--- config.mk ---
export PLATFORM = sky130hd
export DESIGN_NAME = ddrpr_top
export DESIGN_NICKNAME = d
export VERILOG_FILES = /design/src/design/ddrpr_bank.v /design/src/design/ddrpr_top.v
export VERILOG_INCLUDE_DIRS = /design/src /design/src/pkg
export SDC_FILE = /design/constraint.sdc
export NUM_CORES = 1
export LEC_CHECK = 0
export BUFFER_PORTS_ARGS = -buffer_cell sky130_fd_sc_hd__buf_2
export CAP_MARGIN = 10
export CORE_MARGIN = 2
export CORE_UTILIZATION = 40
export DETAILED_ROUTE_END_ITERATION = 7
export GPL_ROUTABILITY_DRIVEN = 0
export PLACE_DENSITY_LB_ADDON = 0.08
export REMOVE_ABC_BUFFERS = 1
export SKIP_LAST_GASP = 1
export SYNTH_ARGS = -nofsm -noshare
export SYNTH_HDL_FRONTEND = slang
export SYNTH_HIERARCHICAL = 1
export SYNTH_SLANG_ARGS = --single-unit
--- constraint.sdc ---
create_clock -name clk -period 4.5 [get_ports clk]
set_input_delay 0.45 -clock clk [delete_from_list [all_inputs] [get_ports clk]]
set_output_delay 0.45 -clock clk [all_outputs]
set_load 0.1 [all_outputs]
--- src/pkg/ddrpr_defines.vh ---
// constants for the ddr2 precharge, refresh and power-down block
// Notes on behaviour
// - A10 high on read/write closes bank after burst
// - read autoprecharge starts AL+BL/2 edges after command
// - autoprecharge waits until row active minimum met
// - precharge period counts from exact read-to-precharge end
// - internal precharge two clocks after last prefetch
// - write autoprecharge after burst plus write recovery
// - refresh only with all banks idle
// - refresh uses internal address counter
// - cke low with nop enters power-down
// - idle gives precharge power-down, dll off unless fast-exit active power-down
// - cke high with nop exits, then exit latency
`ifndef DDRPR_DEFINES_VH
`define DDRPR_DEFINES_VH

// register word indices (byte address = 4 * index)
`define DDRPR_IDX_CFG 6'h00
`define DDRPR_IDX_TIM 6'h01
`define DDRPR_IDX_STAT 6'h02
`define DDRPR_IDX_REF 6'h03
`define DDRPR_IDX_ERR 6'h04

// cfg fields
`define DDRPR_CFG_AL 2:0
`define DDRPR_CFG_CL 5:3
`define DDRPR_CFG_BL8 6
`define DDRPR_CFG_WR 9:7
`define DDRPR_CFG_SLOW 10
`define DDRPR_CFG_RST 11'h19c

// tim fields, all but exit latency in 4 ns clk cycles
`define DDRPR_TIM_RAS 7:0
`define DDRPR_TIM_RDPC 15:8
`define DDRPR_TIM_RP 23:16
`define DDRPR_TIM_XP 27:24
`define DDRPR_TIM_RST 28'h2040210

// error bits
`define DDRPR_ERR_REF 0
`define DDRPR_ERR_CKE 1
`define DDRPR_ERR_XP 2

`endif

--- src/design/ddrpr_bank.v ---
// one bank: open/closed tracking and autoprecharge timing
`timescale 1ns/1ps
module ddrpr_bank (
  input wire clk,
  input wire nrst,
  input wire ck_rise,
  input wire act,
  input wire rd,
  input wire wr,
  input wire ap,
  input wire pre,
  input wire pre_all,
  input wire [4:0] pref_dly,
  input wire [4:0] rd_ap_dly,
  input wire [4:0] wr_ap_dly,
  input wire [7:0] tras,
  input wire [7:0] trtp,
  input wire [7:0] trp,
  input wire [7:0] ck_per,
  output wire open_o,
  output wire busy_o
);
  // one-hot bank states
  localparam S_IDLE = 4'b0001;
  localparam S_ACT = 4'b0010;
  localparam S_APW = 4'b0100;
  localparam S_PRE = 4'b1000;

  reg [3:0] state_reg; // bank state
  reg [4:0] ap_cnt_reg; // ck edges to nominal autoprecharge
  reg ap_wr_reg; // pending autoprecharge came from a write
  reg [4:0] pf_cnt_reg; // ck edges to last prefetch
  reg pf_arm_reg; // last prefetch still ahead
  reg [7:0] ras_cnt_reg; // clk cycles of row active left
  reg [7:0] rdpc_cnt_reg; // clk cycles of read-to-precharge left
  reg [8:0] rp_cnt_reg; // clk cycles of precharge left
  wire ap_go;

  // precharge start is checked every clk, not only on ck edges,
  // so a late read-to-precharge end starts the period exactly
  assign ap_go = (ap_cnt_reg == 5'h00) && (ras_cnt_reg == 8'h00) &&
    (ap_wr_reg || (!pf_arm_reg && rdpc_cnt_reg == 8'h00));

  assign open_o = state_reg[1] | state_reg[2];
  assign busy_o = state_reg[2] | state_reg[3];

  // row active and read-to-precharge timers
  always @(posedge clk or negedge nrst) begin
    if (!nrst) begin
      ras_cnt_reg <= 8'h00;
      rdpc_cnt_reg <= 8'h00;
      pf_cnt_reg <= 5'h00;
      pf_arm_reg <= 1'b0;
    end else begin
      if (act)
        ras_cnt_reg <= tras;
      else if (ras_cnt_reg != 8'h00)
        ras_cnt_reg <= ras_cnt_reg - 8'h01;
      // read-to-precharge is counted from the last 4-bit prefetch
      if (rd) begin
        if (pref_dly == 5'h00) begin
          rdpc_cnt_reg <= trtp;
          pf_arm_reg <= 1'b0;
        end else begin
          pf_cnt_reg <= pref_dly;
          pf_arm_reg <= 1'b1;
        end
      end else if (pf_arm_reg && ck_rise) begin
        pf_cnt_reg <= pf_cnt_reg - 5'h01;
        if (pf_cnt_reg == 5'h01) begin
          rdpc_cnt_reg <= trtp;
          pf_arm_reg <= 1'b0;
        end
      end else if (rdpc_cnt_reg != 8'h00) begin
        rdpc_cnt_reg <= rdpc_cnt_reg - 8'h01;
      end
    end
  end

  // bank state machine
  always @(posedge clk or negedge nrst) begin
    if (!nrst) begin
      state_reg <= S_IDLE;
      ap_cnt_reg <= 5'h00;
      ap_wr_reg <= 1'b0;
      rp_cnt_reg <= 9'h000;
    end else begin
      case (state_reg)
        S_IDLE: begin
          if (act)
            state_reg <= S_ACT;
        end
        S_ACT: begin
          if (pre_all) begin
            state_reg <= S_PRE;
            rp_cnt_reg <= {1'b0, trp} + {1'b0, ck_per};
          end else if (pre) begin
            state_reg <= S_PRE;
            rp_cnt_reg <= {1'b0, trp};
          end else if ((rd || wr) && ap) begin
            // a10 high: close the row after the burst
            state_reg <= S_APW;
            ap_cnt_reg <= wr ? wr_ap_dly : rd_ap_dly;
            ap_wr_reg <= wr;
          end
        end
        S_APW: begin
          if (ap_go) begin
            state_reg <= S_PRE;
            rp_cnt_reg <= {1'b0, trp};
          end else if (ck_rise && ap_cnt_reg != 5'h00) begin
            ap_cnt_reg <= ap_cnt_reg - 5'h01;
          end
        end
        S_PRE: begin
          // a later all-bank precharge restarts the period
          if (pre_all)
            rp_cnt_reg <= {1'b0, trp} + {1'b0, ck_per};
          else if (rp_cnt_reg <= 9'h001)
            state_reg <= S_IDLE;
          else
            rp_cnt_reg <= rp_cnt_reg - 9'h001;
        end
        default: begin
          state_reg <= S_IDLE;
        end
      endcase
    end
  end
endmodule

--- src/design/ddrpr_top.v ---
// ddr2 device side: bank closing, refresh and power-down with wishbone regs
//
// Added by the designer: register access over Wishbone and the placing of the registers.
`timescale 1ns/1ps
`include "ddrpr_defines.vh"
module ddrpr_top #(
  parameter RW = 16
) (
  input wire clk,
  input wire nrst,
  input wire wb_cyc_i,
  input wire wb_stb_i,
  input wire wb_we_i,
  input wire [7:0] wb_adr_i,
  input wire [3:0] wb_sel_i,
  input wire [31:0] wb_dat_i,
  output reg [31:0] wb_dat_o,
  output reg wb_ack_o,
  input wire ck,
  input wire cke,
  input wire cs_n,
  input wire ras_n,
  input wire cas_n,
  input wire we_n,
  input wire a10,
  input wire [2:0] ba,
  output reg [7:0] bank_open,
  output reg dll_on,
  output reg pd_active,
  output reg cmd_ready
);
  // one-hot power states
  localparam P_RUN = 4'b0001;
  localparam P_PPD = 4'b0010;
  localparam P_APF = 4'b0100;
  localparam P_APS = 4'b1000;

  // pin synchroniser; the second stage feeds all logic
  reg [9:0] pin_s1_reg;
  reg [9:0] pin_s2_reg;
  reg ck_s3_reg; // previous synced clock level for edge find
  wire ck_rise;
  wire cke_s;
  wire cs_s;
  wire ras_s;
  wire cas_s;
  wire we_s;
  wire a10_s;
  wire [2:0] ba_s;

  // registers
  reg [10:0] cfg_reg;
  reg [27:0] tim_reg;
  reg [2:0] err_reg;
  reg [RW-1:0] ref_row_reg; // internal refresh address
  reg [7:0] ck_per_reg; // measured ck period in clk cycles
  reg [7:0] per_cnt_reg;
  reg cke_prev_reg; // cke at previous ck edge
  reg [3:0] pstate_reg;
  reg [3:0] xp_cnt_reg; // exit latency left, ck edges
  reg [4:0] burst_cnt_reg; // read/write burst in progress

  // decoded commands, each but is_nop valid for one clk at a ck edge
  wire cmd_ok;
  wire is_nop;
  wire is_act;
  wire is_rd;
  wire is_wr;
  wire is_pre;
  wire is_ref;
  wire [7:0] bsel;
  wire [7:0] b_open;
  wire [7:0] b_busy;
  wire all_idle;

  // derived delays in ck edges
  wire [4:0] al5;
  wire [4:0] cl5;
  wire [4:0] wr5;
  wire [4:0] pref_dly;
  wire [4:0] rd_ap_dly;
  wire [4:0] wr_ap_dly;
  wire [4:0] burst_dly;

  // bus
  wire wb_req;
  wire [5:0] widx;
  wire [31:0] wmask;
  wire [31:0] stat_word;

  assign ck_rise = pin_s2_reg[9] & ~ck_s3_reg;
  assign cke_s = pin_s2_reg[8];
  assign cs_s = pin_s2_reg[7];
  assign ras_s = pin_s2_reg[6];
  assign cas_s = pin_s2_reg[5];
  assign we_s = pin_s2_reg[4];
  assign a10_s = pin_s2_reg[3];
  assign ba_s = pin_s2_reg[2:0];

  // commands only count with cke high at this and the last edge
  assign cmd_ok = ck_rise & cke_prev_reg & cke_s;
  assign is_nop = cs_s | (ras_s & cas_s & we_s);
  assign is_act = cmd_ok & ~cs_s & ~ras_s & cas_s & we_s;
  assign is_rd = cmd_ok & ~cs_s & ras_s & ~cas_s & we_s;
  assign is_wr = cmd_ok & ~cs_s & ras_s & ~cas_s & ~we_s;
  assign is_pre = cmd_ok & ~cs_s & ~ras_s & cas_s & ~we_s;
  assign is_ref = cmd_ok & ~cs_s & ~ras_s & ~cas_s & we_s;
  assign all_idle = ((b_open | b_busy) == 8'h00);

  assign al5 = {2'b00, cfg_reg[`DDRPR_CFG_AL]};
  assign cl5 = {2'b00, cfg_reg[`DDRPR_CFG_CL]};
  assign wr5 = {2'b00, cfg_reg[`DDRPR_CFG_WR]};
  // last prefetch: AL for burst of four, AL+2 for eight
  assign pref_dly = al5 + (cfg_reg[`DDRPR_CFG_BL8] ? 5'h02 : 5'h00);
  // nominal start is two edges after the last prefetch
  assign rd_ap_dly = pref_dly + 5'h02;
  // write latency AL+CL-1, burst BL/2, then write recovery
  assign wr_ap_dly = al5 + cl5 - 5'h01 +
    (cfg_reg[`DDRPR_CFG_BL8] ? 5'h04 : 5'h02) + wr5;
  assign burst_dly = al5 + cl5 +
    (cfg_reg[`DDRPR_CFG_BL8] ? 5'h04 : 5'h02);

  // one bank model per bank address
  genvar gi;
  generate
    for (gi = 0; gi < 8; gi = gi + 1) begin : g_bank
      assign bsel[gi] = (ba_s == gi);
      ddrpr_bank u_bank (
        .clk(clk),
        .nrst(nrst),
        .ck_rise(ck_rise),
        .act(is_act & bsel[gi]),
        .rd(is_rd & bsel[gi]),
        .wr(is_wr & bsel[gi]),
        .ap(a10_s),
        .pre(is_pre & ~a10_s & bsel[gi]),
        .pre_all(is_pre & a10_s),
        .pref_dly(pref_dly),
        .rd_ap_dly(rd_ap_dly),
        .wr_ap_dly(wr_ap_dly),
        .tras(tim_reg[`DDRPR_TIM_RAS]),
        .trtp(tim_reg[`DDRPR_TIM_RDPC]),
        .trp(tim_reg[`DDRPR_TIM_RP]),
        .ck_per(ck_per_reg),
        .open_o(b_open[gi]),
        .busy_o(b_busy[gi])
      );
    end
  endgenerate

  // synchroniser and clock edge history
  always @(posedge clk or negedge nrst) begin
    if (!nrst) begin
      pin_s1_reg <= 10'h000;
      pin_s2_reg <= 10'h000;
      ck_s3_reg <= 1'b0;
    end else begin
      pin_s1_reg <= {ck, cke, cs_n, ras_n, cas_n, we_n, a10, ba};
      pin_s2_reg <= pin_s1_reg;
      ck_s3_reg <= pin_s2_reg[9];
    end
  end

  // ck period measure; adds the extra clock to all-bank precharge
  always @(posedge clk or negedge nrst) begin
    if (!nrst) begin
      per_cnt_reg <= 8'h00;
      ck_per_reg <= 8'h00;
    end else if (ck_rise) begin
      ck_per_reg <= per_cnt_reg + 8'h01;
      per_cnt_reg <= 8'h00;
    end else if (per_cnt_reg != 8'hff) begin
      per_cnt_reg <= per_cnt_reg + 8'h01;
    end
  end

  // burst tracker, blocks nothing but flags cke drops mid burst
  always @(posedge clk or negedge nrst) begin
    if (!nrst)
      burst_cnt_reg <= 5'h00;
    else if (is_rd | is_wr)
      burst_cnt_reg <= burst_dly;
    else if (ck_rise && burst_cnt_reg != 5'h00)
      burst_cnt_reg <= burst_cnt_reg - 5'h01;
  end

  // refresh row counter: no external address is used
  always @(posedge clk or negedge nrst) begin
    if (!nrst)
      ref_row_reg <= {RW{1'b0}};
    else if (is_ref && all_idle)
      ref_row_reg <= ref_row_reg + {{(RW-1){1'b0}}, 1'b1};
  end

  // power-down state machine, evaluated on ck edges
  always @(posedge clk or negedge nrst) begin
    if (!nrst) begin
      pstate_reg <= P_RUN;
      cke_prev_reg <= 1'b0;
      xp_cnt_reg <= 4'h0;
    end else if (ck_rise) begin
      cke_prev_reg <= cke_s;
      if (xp_cnt_reg != 4'h0)
        xp_cnt_reg <= xp_cnt_reg - 4'h1;
      case (pstate_reg)
        P_RUN: begin
          // entry needs cke registered low with nop or deselect
          if (cke_prev_reg && !cke_s && is_nop) begin
            if (b_open == 8'h00)
              pstate_reg <= P_PPD;
            else if (cfg_reg[`DDRPR_CFG_SLOW])
              pstate_reg <= P_APS;
            else
              pstate_reg <= P_APF;
          end
        end
        P_PPD, P_APF, P_APS: begin
          if (!cke_prev_reg && cke_s && is_nop) begin
            pstate_reg <= P_RUN;
            xp_cnt_reg <= tim_reg[`DDRPR_TIM_XP];
          end
        end
        default: begin
          pstate_reg <= P_RUN;
        end
      endcase
    end
  end

  // registered status outputs
  always @(posedge clk or negedge nrst) begin
    if (!nrst) begin
      bank_open <= 8'h00;
      dll_on <= 1'b1;
      pd_active <= 1'b0;
      cmd_ready <= 1'b1;
    end else begin
      bank_open <= b_open;
      // dll runs only in normal mode and fast-exit active power-down
      dll_on <= pstate_reg[0] | pstate_reg[2];
      pd_active <= ~pstate_reg[0];
      cmd_ready <= pstate_reg[0] & (xp_cnt_reg == 4'h0);
    end
  end

  // wishbone classic slave: ack one cycle after the strobe,
  // write lands at the edge where the master sees ack
  assign wb_req = wb_cyc_i & wb_stb_i;
  assign widx = wb_adr_i[7:2];
  assign wmask = {{8{wb_sel_i[3]}}, {8{wb_sel_i[2]}},
    {8{wb_sel_i[1]}}, {8{wb_sel_i[0]}}};
  assign stat_word = {ck_per_reg, 3'h0, cmd_ready, dll_on,
    pstate_reg[3:1], b_busy, b_open};

  // ack and read data
  always @(posedge clk or negedge nrst) begin
    if (!nrst) begin
      wb_ack_o <= 1'b0;
      wb_dat_o <= 32'h00000000;
    end else begin
      wb_ack_o <= wb_req & ~wb_ack_o;
      if (wb_req && !wb_ack_o) begin
        case (widx)
          `DDRPR_IDX_CFG: wb_dat_o <= {21'h000000, cfg_reg};
          `DDRPR_IDX_TIM: wb_dat_o <= {4'h0, tim_reg};
          `DDRPR_IDX_STAT: wb_dat_o <= stat_word;
          `DDRPR_IDX_REF: wb_dat_o <= {{(32-RW){1'b0}}, ref_row_reg};
          `DDRPR_IDX_ERR: wb_dat_o <= {29'h00000000, err_reg};
          // unmapped words read zero and still ack
          default: wb_dat_o <= 32'h00000000;
        endcase
      end
    end
  end

  // writable config registers
  always @(posedge clk or negedge nrst) begin
    if (!nrst) begin
      cfg_reg <= `DDRPR_CFG_RST;
      tim_reg <= `DDRPR_TIM_RST;
    end else if (wb_req && wb_we_i && wb_ack_o) begin
      if (widx == `DDRPR_IDX_CFG)
        cfg_reg <= (cfg_reg & ~wmask[10:0]) | (wb_dat_i[10:0] & wmask[10:0]);
      if (widx == `DDRPR_IDX_TIM)
        tim_reg <= (tim_reg & ~wmask[27:0]) | (wb_dat_i[27:0] & wmask[27:0]);
    end
  end

  // sticky protocol errors seen from the pins; a new event wins
  // over a write-one-to-clear in the same cycle
  always @(posedge clk or negedge nrst) begin
    if (!nrst) begin
      err_reg <= 3'h0;
    end else begin
      if (wb_req && wb_we_i && wb_ack_o && widx == `DDRPR_IDX_ERR)
        err_reg <= (err_reg & ~(wb_dat_i[2:0] & wmask[2:0])) |
          {(is_act | is_rd | is_wr | is_pre | is_ref) &
            (xp_cnt_reg != 4'h0),
           ck_rise & pstate_reg[0] & cke_prev_reg & ~cke_s &
            (burst_cnt_reg != 5'h00),
           is_ref & ~all_idle};
      else
        err_reg <= err_reg |
          {(is_act | is_rd | is_wr | is_pre | is_ref) &
            (xp_cnt_reg != 4'h0),
           ck_rise & pstate_reg[0] & cke_prev_reg & ~cke_s &
            (burst_cnt_reg != 5'h00),
           is_ref & ~all_idle};
    end
  end
endmodule

==> flow_summary_export.csv, run 1 <==
group,metric,value,unit
route,drc,0,
cts,cts_tree,"done",
cts,ctsResizeCount,0,
floorplan,die_h,288,µm
worst_setup_path,worstPathRequired,5.07,ns
yosys,netlist_area,32200,µm²
timing,rsz0062_at_grt,"no",
worst_setup_path,crit_arrival,4.53,ns
timing,maxSlewHeadroom,13.7,%
final_layout,final_common_cell,"dfrtp_1",
place,placed_area,34000,µm²
global_routing,busiest_layer,"met2",
global_routing,use_met3,3.87,%
worst_setup_path,cp_top_family,"adder cells",
final_layout,num-fill-cells,7706,
worst_setup_path,critPathLaunchType,"flop",
yosys,seq_area_frac_synth,37.5,%
worst_setup_path,critPathSlowestCell,"fa_1",
final_layout,fin_area,36300,µm²
route,drtAntennaViolNets,0,
timing,hold_viol,0,
timing,finalCritPeriodShare,88.0,%
yosys,synth-seq-cells,481,
final_layout,area_growth,12.7,%
floorplan,die_area,82700,µm²
cts,worstSkewPairLatency,0.65,ns
worst_setup_path,crit_type,"reg2reg",
yosys,synth_edf_count,0,
yosys,syn_inst,3618,
cts,cts_buffers,60,
route,via_per_inst,5.97,
worst_setup_path,critPathBufInv,2,
final_layout,multiInputGateArea,18700,µm²
cts,cts_setup_buffers,0,
yosys,synth_cell_types,97,
cts,cts_sinks,481,
outcome,status,"completed",
final_layout,mostFrequentLayoutCells,"dfrtp_1, o21ai_0, nand2_1, nor2_1, a21oi_1",
timing,max_freq,253,MHz
global_routing,grt_max_degree,99,
yosys,async_flop_share,100,%
global_routing,grt_use_total,25.5,%
cts,cts_hold_buf,12,
global_routing,antenna_found_initial,4,
worst_setup_path,crit_chain,"ha_1 > fa_1 > xor2_1 > inv_1 > ha_1 > inv_1 > fa_1 > ha_1 > fa_1 > mux2i_1 > o22a_1 > o21ai_0",
global_routing,grt_pass1_wl,165000,µm
hold_path,whs_path_depth,2,
yosys,syn_area_per_cell,8.89,µm²
floorplan,start_util,40.2,%
cts,clk_path_buf_depth,3,
cts,clk_pin_slew,0.06,ns
cts,root_buffer,"clkbuf_16",
global_routing,grt_pass1_vias,27600,
route,vias,28800,
final_layout,seq_area,12100,µm²
yosys,ys_warn_count,6,
final_layout,largest_reg_flops,72,
floorplan,io_pins,103,
floorplan,die_w,288,µm
timing,finClkSkew,0.0467,ns
floorplan,rows,104,
worst_setup_path,cpPeakStageDelay,0.97,ns
route,wl_per_cell,22.0,µm
global_routing,grtUsageMet1,37.4,%
route,drt_iter0_markers,2602,
route,wl,106000,µm
final_layout,nNetsFinal,3951,
place,dp_hpwl,75400,µm
worst_setup_path,critPathMaxFanout,8,
hold_path,min_path_type,"in2reg",
worst_setup_path,crit_cells,12,
global_routing,use_met2,38.5,%
route,firstDrtPassIters,6,
run,maxCapViolCount,0,
timing,finalMaxSlewViolations,0,
pwr,cellPowerDensity,427,nW/µm²
cts,htreeDepth,2,
floorplan,core-area,80000,µm²
pwr,ir_drop,0.000329,V
timing,fin_crit,3.96,ns
timing,tightest_slew,1.29,ns
global_routing,grt-ovfl-total,0,
pwr,p_leak,15.7,nW
timing,whs,0.0416,ns
worst_setup_path,reg2regPathDepth,12,
yosys,synth_ff_type,"dfrtp_1",
timing,setup_tns,0,ns
timing,finalSetupViolCount,0,
place,port_buffers,96,
final_layout,drive_gt1_share,13.2,%
worst_setup_path,cp-end-kind,"flop",
## cells by family (layout without fill, tap and decap cells)
group / Yosys count / after routing / share of synthesized area (%)
mux: 138 / 138 / 5.13
fa+ha+maj: 174 / 174 / 7.09
compound gates: 1061 / 1061 / 21.1
flops: 481 / 481 / 37.5
other cells: 1 / 17 / 0.0117
simple gates: 1287 / 1287 / 21.1
buf+inv: 356 / 493 / 4.77
xor+xnor: 120 / 120 / 3.27
## layer usage
metal	wire length, µm	vias up
li1	-	13400
met1	50500	14200
met2	46100	974
met3	6880	179
met4	2860	0
met5	0	-
## through the flow
step | utilization [%] | instances | worst slack (ns) | total power, mW
floorplan | - | 3476 | -0.877 | 8.81
global placement | 42.4 | 4704 | 0.608 | 9.88
detailed placement | 42.4 | 4704 | 0.623 | 10.1
CTS | 45.3 | 4830 | 0.621 | 15.6
global route | 45.3 | 4830 | 0.418 | 16.5
finish | 45.3 | 4831 | 0.542 | 15.5
## final cells by class
class                   instances  share of cell area (%)
diodes                          1                 0.00690
clock buffers                  80                    4.46
well taps                    1060                    3.66
repair buffers                180                    3.38
inverters                     199                    2.07
multi-input cells            2796                    51.6
flip-flops and latches        481                    33.3
clock inverters                34                    1.57
## synthesized netlist by cell type (25+ instances only)
master | instances | share of area (%)
or2_2 | 31 | 0.60
clkbuf_1 | 113 | 1.3
o21bai_1 | 29 | 0.68
a31oi_1 | 32 | 0.62
or4_1 | 29 | 0.68
o211ai_1 | 33 | 0.77
nor3b_1 | 41 | 0.96
nor2b_1 | 28 | 0.54
or3_1 | 34 | 0.66
a21oi_1 | 225 | 3.5
mux2_2 | 54 | 1.9
inv_1 | 198 | 2.3
nor2_1 | 301 | 3.5
o21a_1 | 32 | 0.75
ha_1 | 160 | 6.2
xnor2_1 | 51 | 1.4
dfrtp_1 | 461 | 36
o21ai_0 | 322 | 5.0
nor4_1 | 43 | 0.84
nor3_1 | 153 | 2.4
nand2b_1 | 47 | 0.91
o22ai_1 | 26 | 0.51
o31ai_1 | 53 | 1.2
xor2_1 | 69 | 1.9
nand3b_1 | 25 | 0.58
mux2i_1 | 55 | 1.7
nand2_1 | 301 | 3.5
a22oi_1 | 51 | 1.2
nand3_1 | 81 | 1.3
a22o_1 | 59 | 1.6
## worst reg2reg max path, delay by kind of cell (launching register included)
kind,cells,cell delay [ns]
adders and majority gates,6,2.48
DFF,1,0.38
AOI/OAI and AO/OA,2,0.37
xor gates and xnor gates,1,0.30
muxes,1,0.18
buffers and inverters,2,0.16
## power by group
part / internal, mW / leakage (nW) / total, mW / switching, mW
sequential: 5.18 / 6.20 / 6.13 / 0.946
clock: 3.33 / 1.07 / 5.38 / 2.05
combinational: 1.71 / 8.46 / 3.96 / 2.26
## final timing paths
check | to | startpoint | slack (ns)
hold reg to reg | pin_s2_reg[0] | pin_s1_reg[0] | 0.35
min in group asynchronous | g_bank[3].u_bank/rp_cnt_reg[7] | nrst | 0.47
hold / removal | flop | wb_dat_i[12] | 0.04
setup reg to reg | g_bank[2].u_bank/ap_cnt_reg[3] | flop | 0.54
setup / recovery | g_bank[2].u_bank/ap_cnt_reg[3] | flop | 0.54
max in group asynchronous | g_bank[7].u_bank/state_reg[0] | nrst | 2.83
Note: power is estimated with default switching activity, not from simulation.
==> run 2, diff against run 1 <==
CORE_UTILIZATION = 64   (was 40)
clock period = 4.4 ns   (was 4.5 ns; I/O delays follow)
==> run 2 against run 1 <==
Effect of this change: clock skew down 0.029 ns; fmax up 3.0%; cell area down 2.5%; first-iteration DRC count up 17%; worst setup slack better by 0.014 ns; non-clock buffer count down 5; flip-flop and latch count unchanged; critical path type unchanged.
==> flow_summary_export.csv, run 2 (synthesis gave the netlist of run 1 again) <==
group,metric,value,unit
global_routing,antenna_found_initial,3,
timing,finalMaxSlewViolations,0,
worst_setup_path,r2r-end,"g_bank[7].u_bank/ap_cnt_reg[3]",
cts,root_buffer,"clkbuf_16",
timing,tightest_slew,1.35,ns
cts,cts_buffers,53,
final_layout,area_growth,9.88,%
worst_setup_path,reg2regPathDepth,12,
outcome,status,"completed",
cts,clk_path_buf_depth,3,
place,dp_hpwl,67600,µm
worst_setup_path,r2r_slack,0.56,ns
global_routing,grt_pass1_vias,28600,
route,route.met3.wl,9100,µm
route,drc,0,
cts,htreeDepth,2,
floorplan,start_util,64.5,%
cts,worstSkewPairLatency,0.63,ns
route,wl_per_cell,21.9,µm
final_layout,mostFrequentLayoutCells,"dfrtp_1, o21ai_0, nand2_1, nor2_1, a21oi_1",
global_routing,grt_max_degree,103,
route,vias,29700,
timing,hold_viol,0,
timing,finalCritPeriodShare,87.4,%
run,maxCapViolCount,0,
place,port_buffers,96,
timing,maxSlewHeadroom,8.68,%
final_layout,final_common_cell,"dfrtp_1",
pwr,ir_drop,0.000376,V
global_routing,grt_pass1_wl,153000,µm
final_layout,largest_reg_flops,72,
worst_setup_path,worstPathRequired,4.86,ns
timing,finalSetupViolCount,0,
route,drtAntennaViolNets,0,
worst_setup_path,cp-end-kind,"flop",
cts,cts_tree,"done",
timing,setup_tns,0,ns
pwr,cellPowerDensity,425,nW/µm²
floorplan,io_pins,103,
hold_path,min_path_type,"in2reg",
cts,cts_sinks,481,
worst_setup_path,cp-endpoint,"g_bank[7].u_bank/ap_cnt_reg[3]",
final_layout,nNetsFinal,3939,
floorplan,die_area,52100,µm²
floorplan,die_w,228,µm
worst_setup_path,critPathLaunchType,"flop",
pwr,p_leak,15.5,nW
route,via_per_inst,6.71,
timing,rsz0062_at_grt,"no",
timing,max_freq,260,MHz
floorplan,die_h,228,µm
route,wl,96800,µm
global_routing,grt-ovfl-total,0,
final_layout,fin_area,35400,µm²
worst_setup_path,crit_arrival,4.30,ns
floorplan,core-area,49900,µm²
route,met2_length,43800,µm
timing,finClkSkew,0.0179,ns
global_routing,grt_use_total,36.5,%
route,firstDrtPassIters,6,
place,placed_area,33400,µm²
final_layout,drive_gt1_share,12.7,%
route,top_layer,"met5",
cts,clk_pin_slew,0.06,ns
final_layout,antennaDiodeCount,0,
route,drt_iter0_markers,3039,
floorplan,rows,82,
worst_setup_path,critPathMaxFanout,8,
worst_setup_path,crit_type,"reg2reg",
timing,fin_crit,3.84,ns
route,wl_met1,39000,µm
-- run 2: cell types whose count changed in the layout (fill, tap and decap cells not counted), sizes merged --
cell | previous run | this run
diode | 1 | 0
clkinvlp | 1 | 3
inv | 198 | 200
bufinv | 14 | 5
dlygate4sd3 | 12 | 11
clkinv | 20 | 14
clkbuf | 80 | 78
buf | 168 | 163
-- run 2: cell type report --
type / instances / area [µm²]
tap: 672 / 841
clock buffer: 77 / 1540
timing repair buffer: 175 / 1190
inverter: 199 / 752
clock inverter: 23 / 288
sequential: 481 / 12100
multi-input combinational: 2796 / 18700
fill: 3831 / 14500
-- run 2: stage by stage --
stage	cells	setup WS (ns)	hold slack [ns]	total power, mW	util, %
2_1_floorplan	3476	-0.977	0.144	9.01	-
3_5_place_dp	4310	0.619	0.340	10.3	67.0
6_report	4423	0.556	0.0503	15.0	70.9
3_3_place_gp	4310	0.591	0.334	9.95	67.0
5_1_grt	4423	0.392	0.0393	15.9	70.9
4_1_cts	4421	0.618	0.0294	15.0	70.9
-- run 2: where the power goes --
| part | internal (mW) | switching (mW) |
|---|---|---|
| logic | 1.73 | 2.35 |
| registers | 5.30 | 0.983 |
| clock network | 2.73 | 1.93 |
-- run 2: worst min-delay path by stage --
stage | from | end | slack [ns] | cells after the start
final | wb_dat_i[12] | flop | 0.05 | 2
after global routing | wb_dat_i[14] | flop | 0.04 | 2
after CTS | wb_dat_i[26] | flop | 0.03 | 2
after detailed placement | pin_s1_reg[9] | pin_s2_reg[9] | 0.34 | 0
after global placement | pin_s1_reg[7] | pin_s2_reg[7] | 0.33 | 0
after floorplan | nrst | asynchronous set/reset pin | 0.14 | 0
-- run 2: worst max-delay path: stages (launching register included) --
cell     delay (ns)
dfrtp_1        0.38
ha_1           0.22
fa_1           0.38
xor2_1         0.31
inv_1          0.08
ha_1           0.28
inv_1          0.07
fa_1           0.41
ha_1           0.22
fa_1           0.70
mux2_2         0.37
a21oi_1        0.16
o22ai_1        0.10
-- run 2: metal layers --
layer	vias to the layer above	global-route usage, %
li1	13400	-
met1	14400	48.5
met2	1516	57.8
met3	338	6.46
met4	4	18.4
met5	-	0
-- run 2: timing repair --
item | in CTS | in global routing
resized for setup | 0 | 0
hold buffers | 11 | 0
buffers inserted | 0 | 0
hold endpoints to repair | 103 | 0
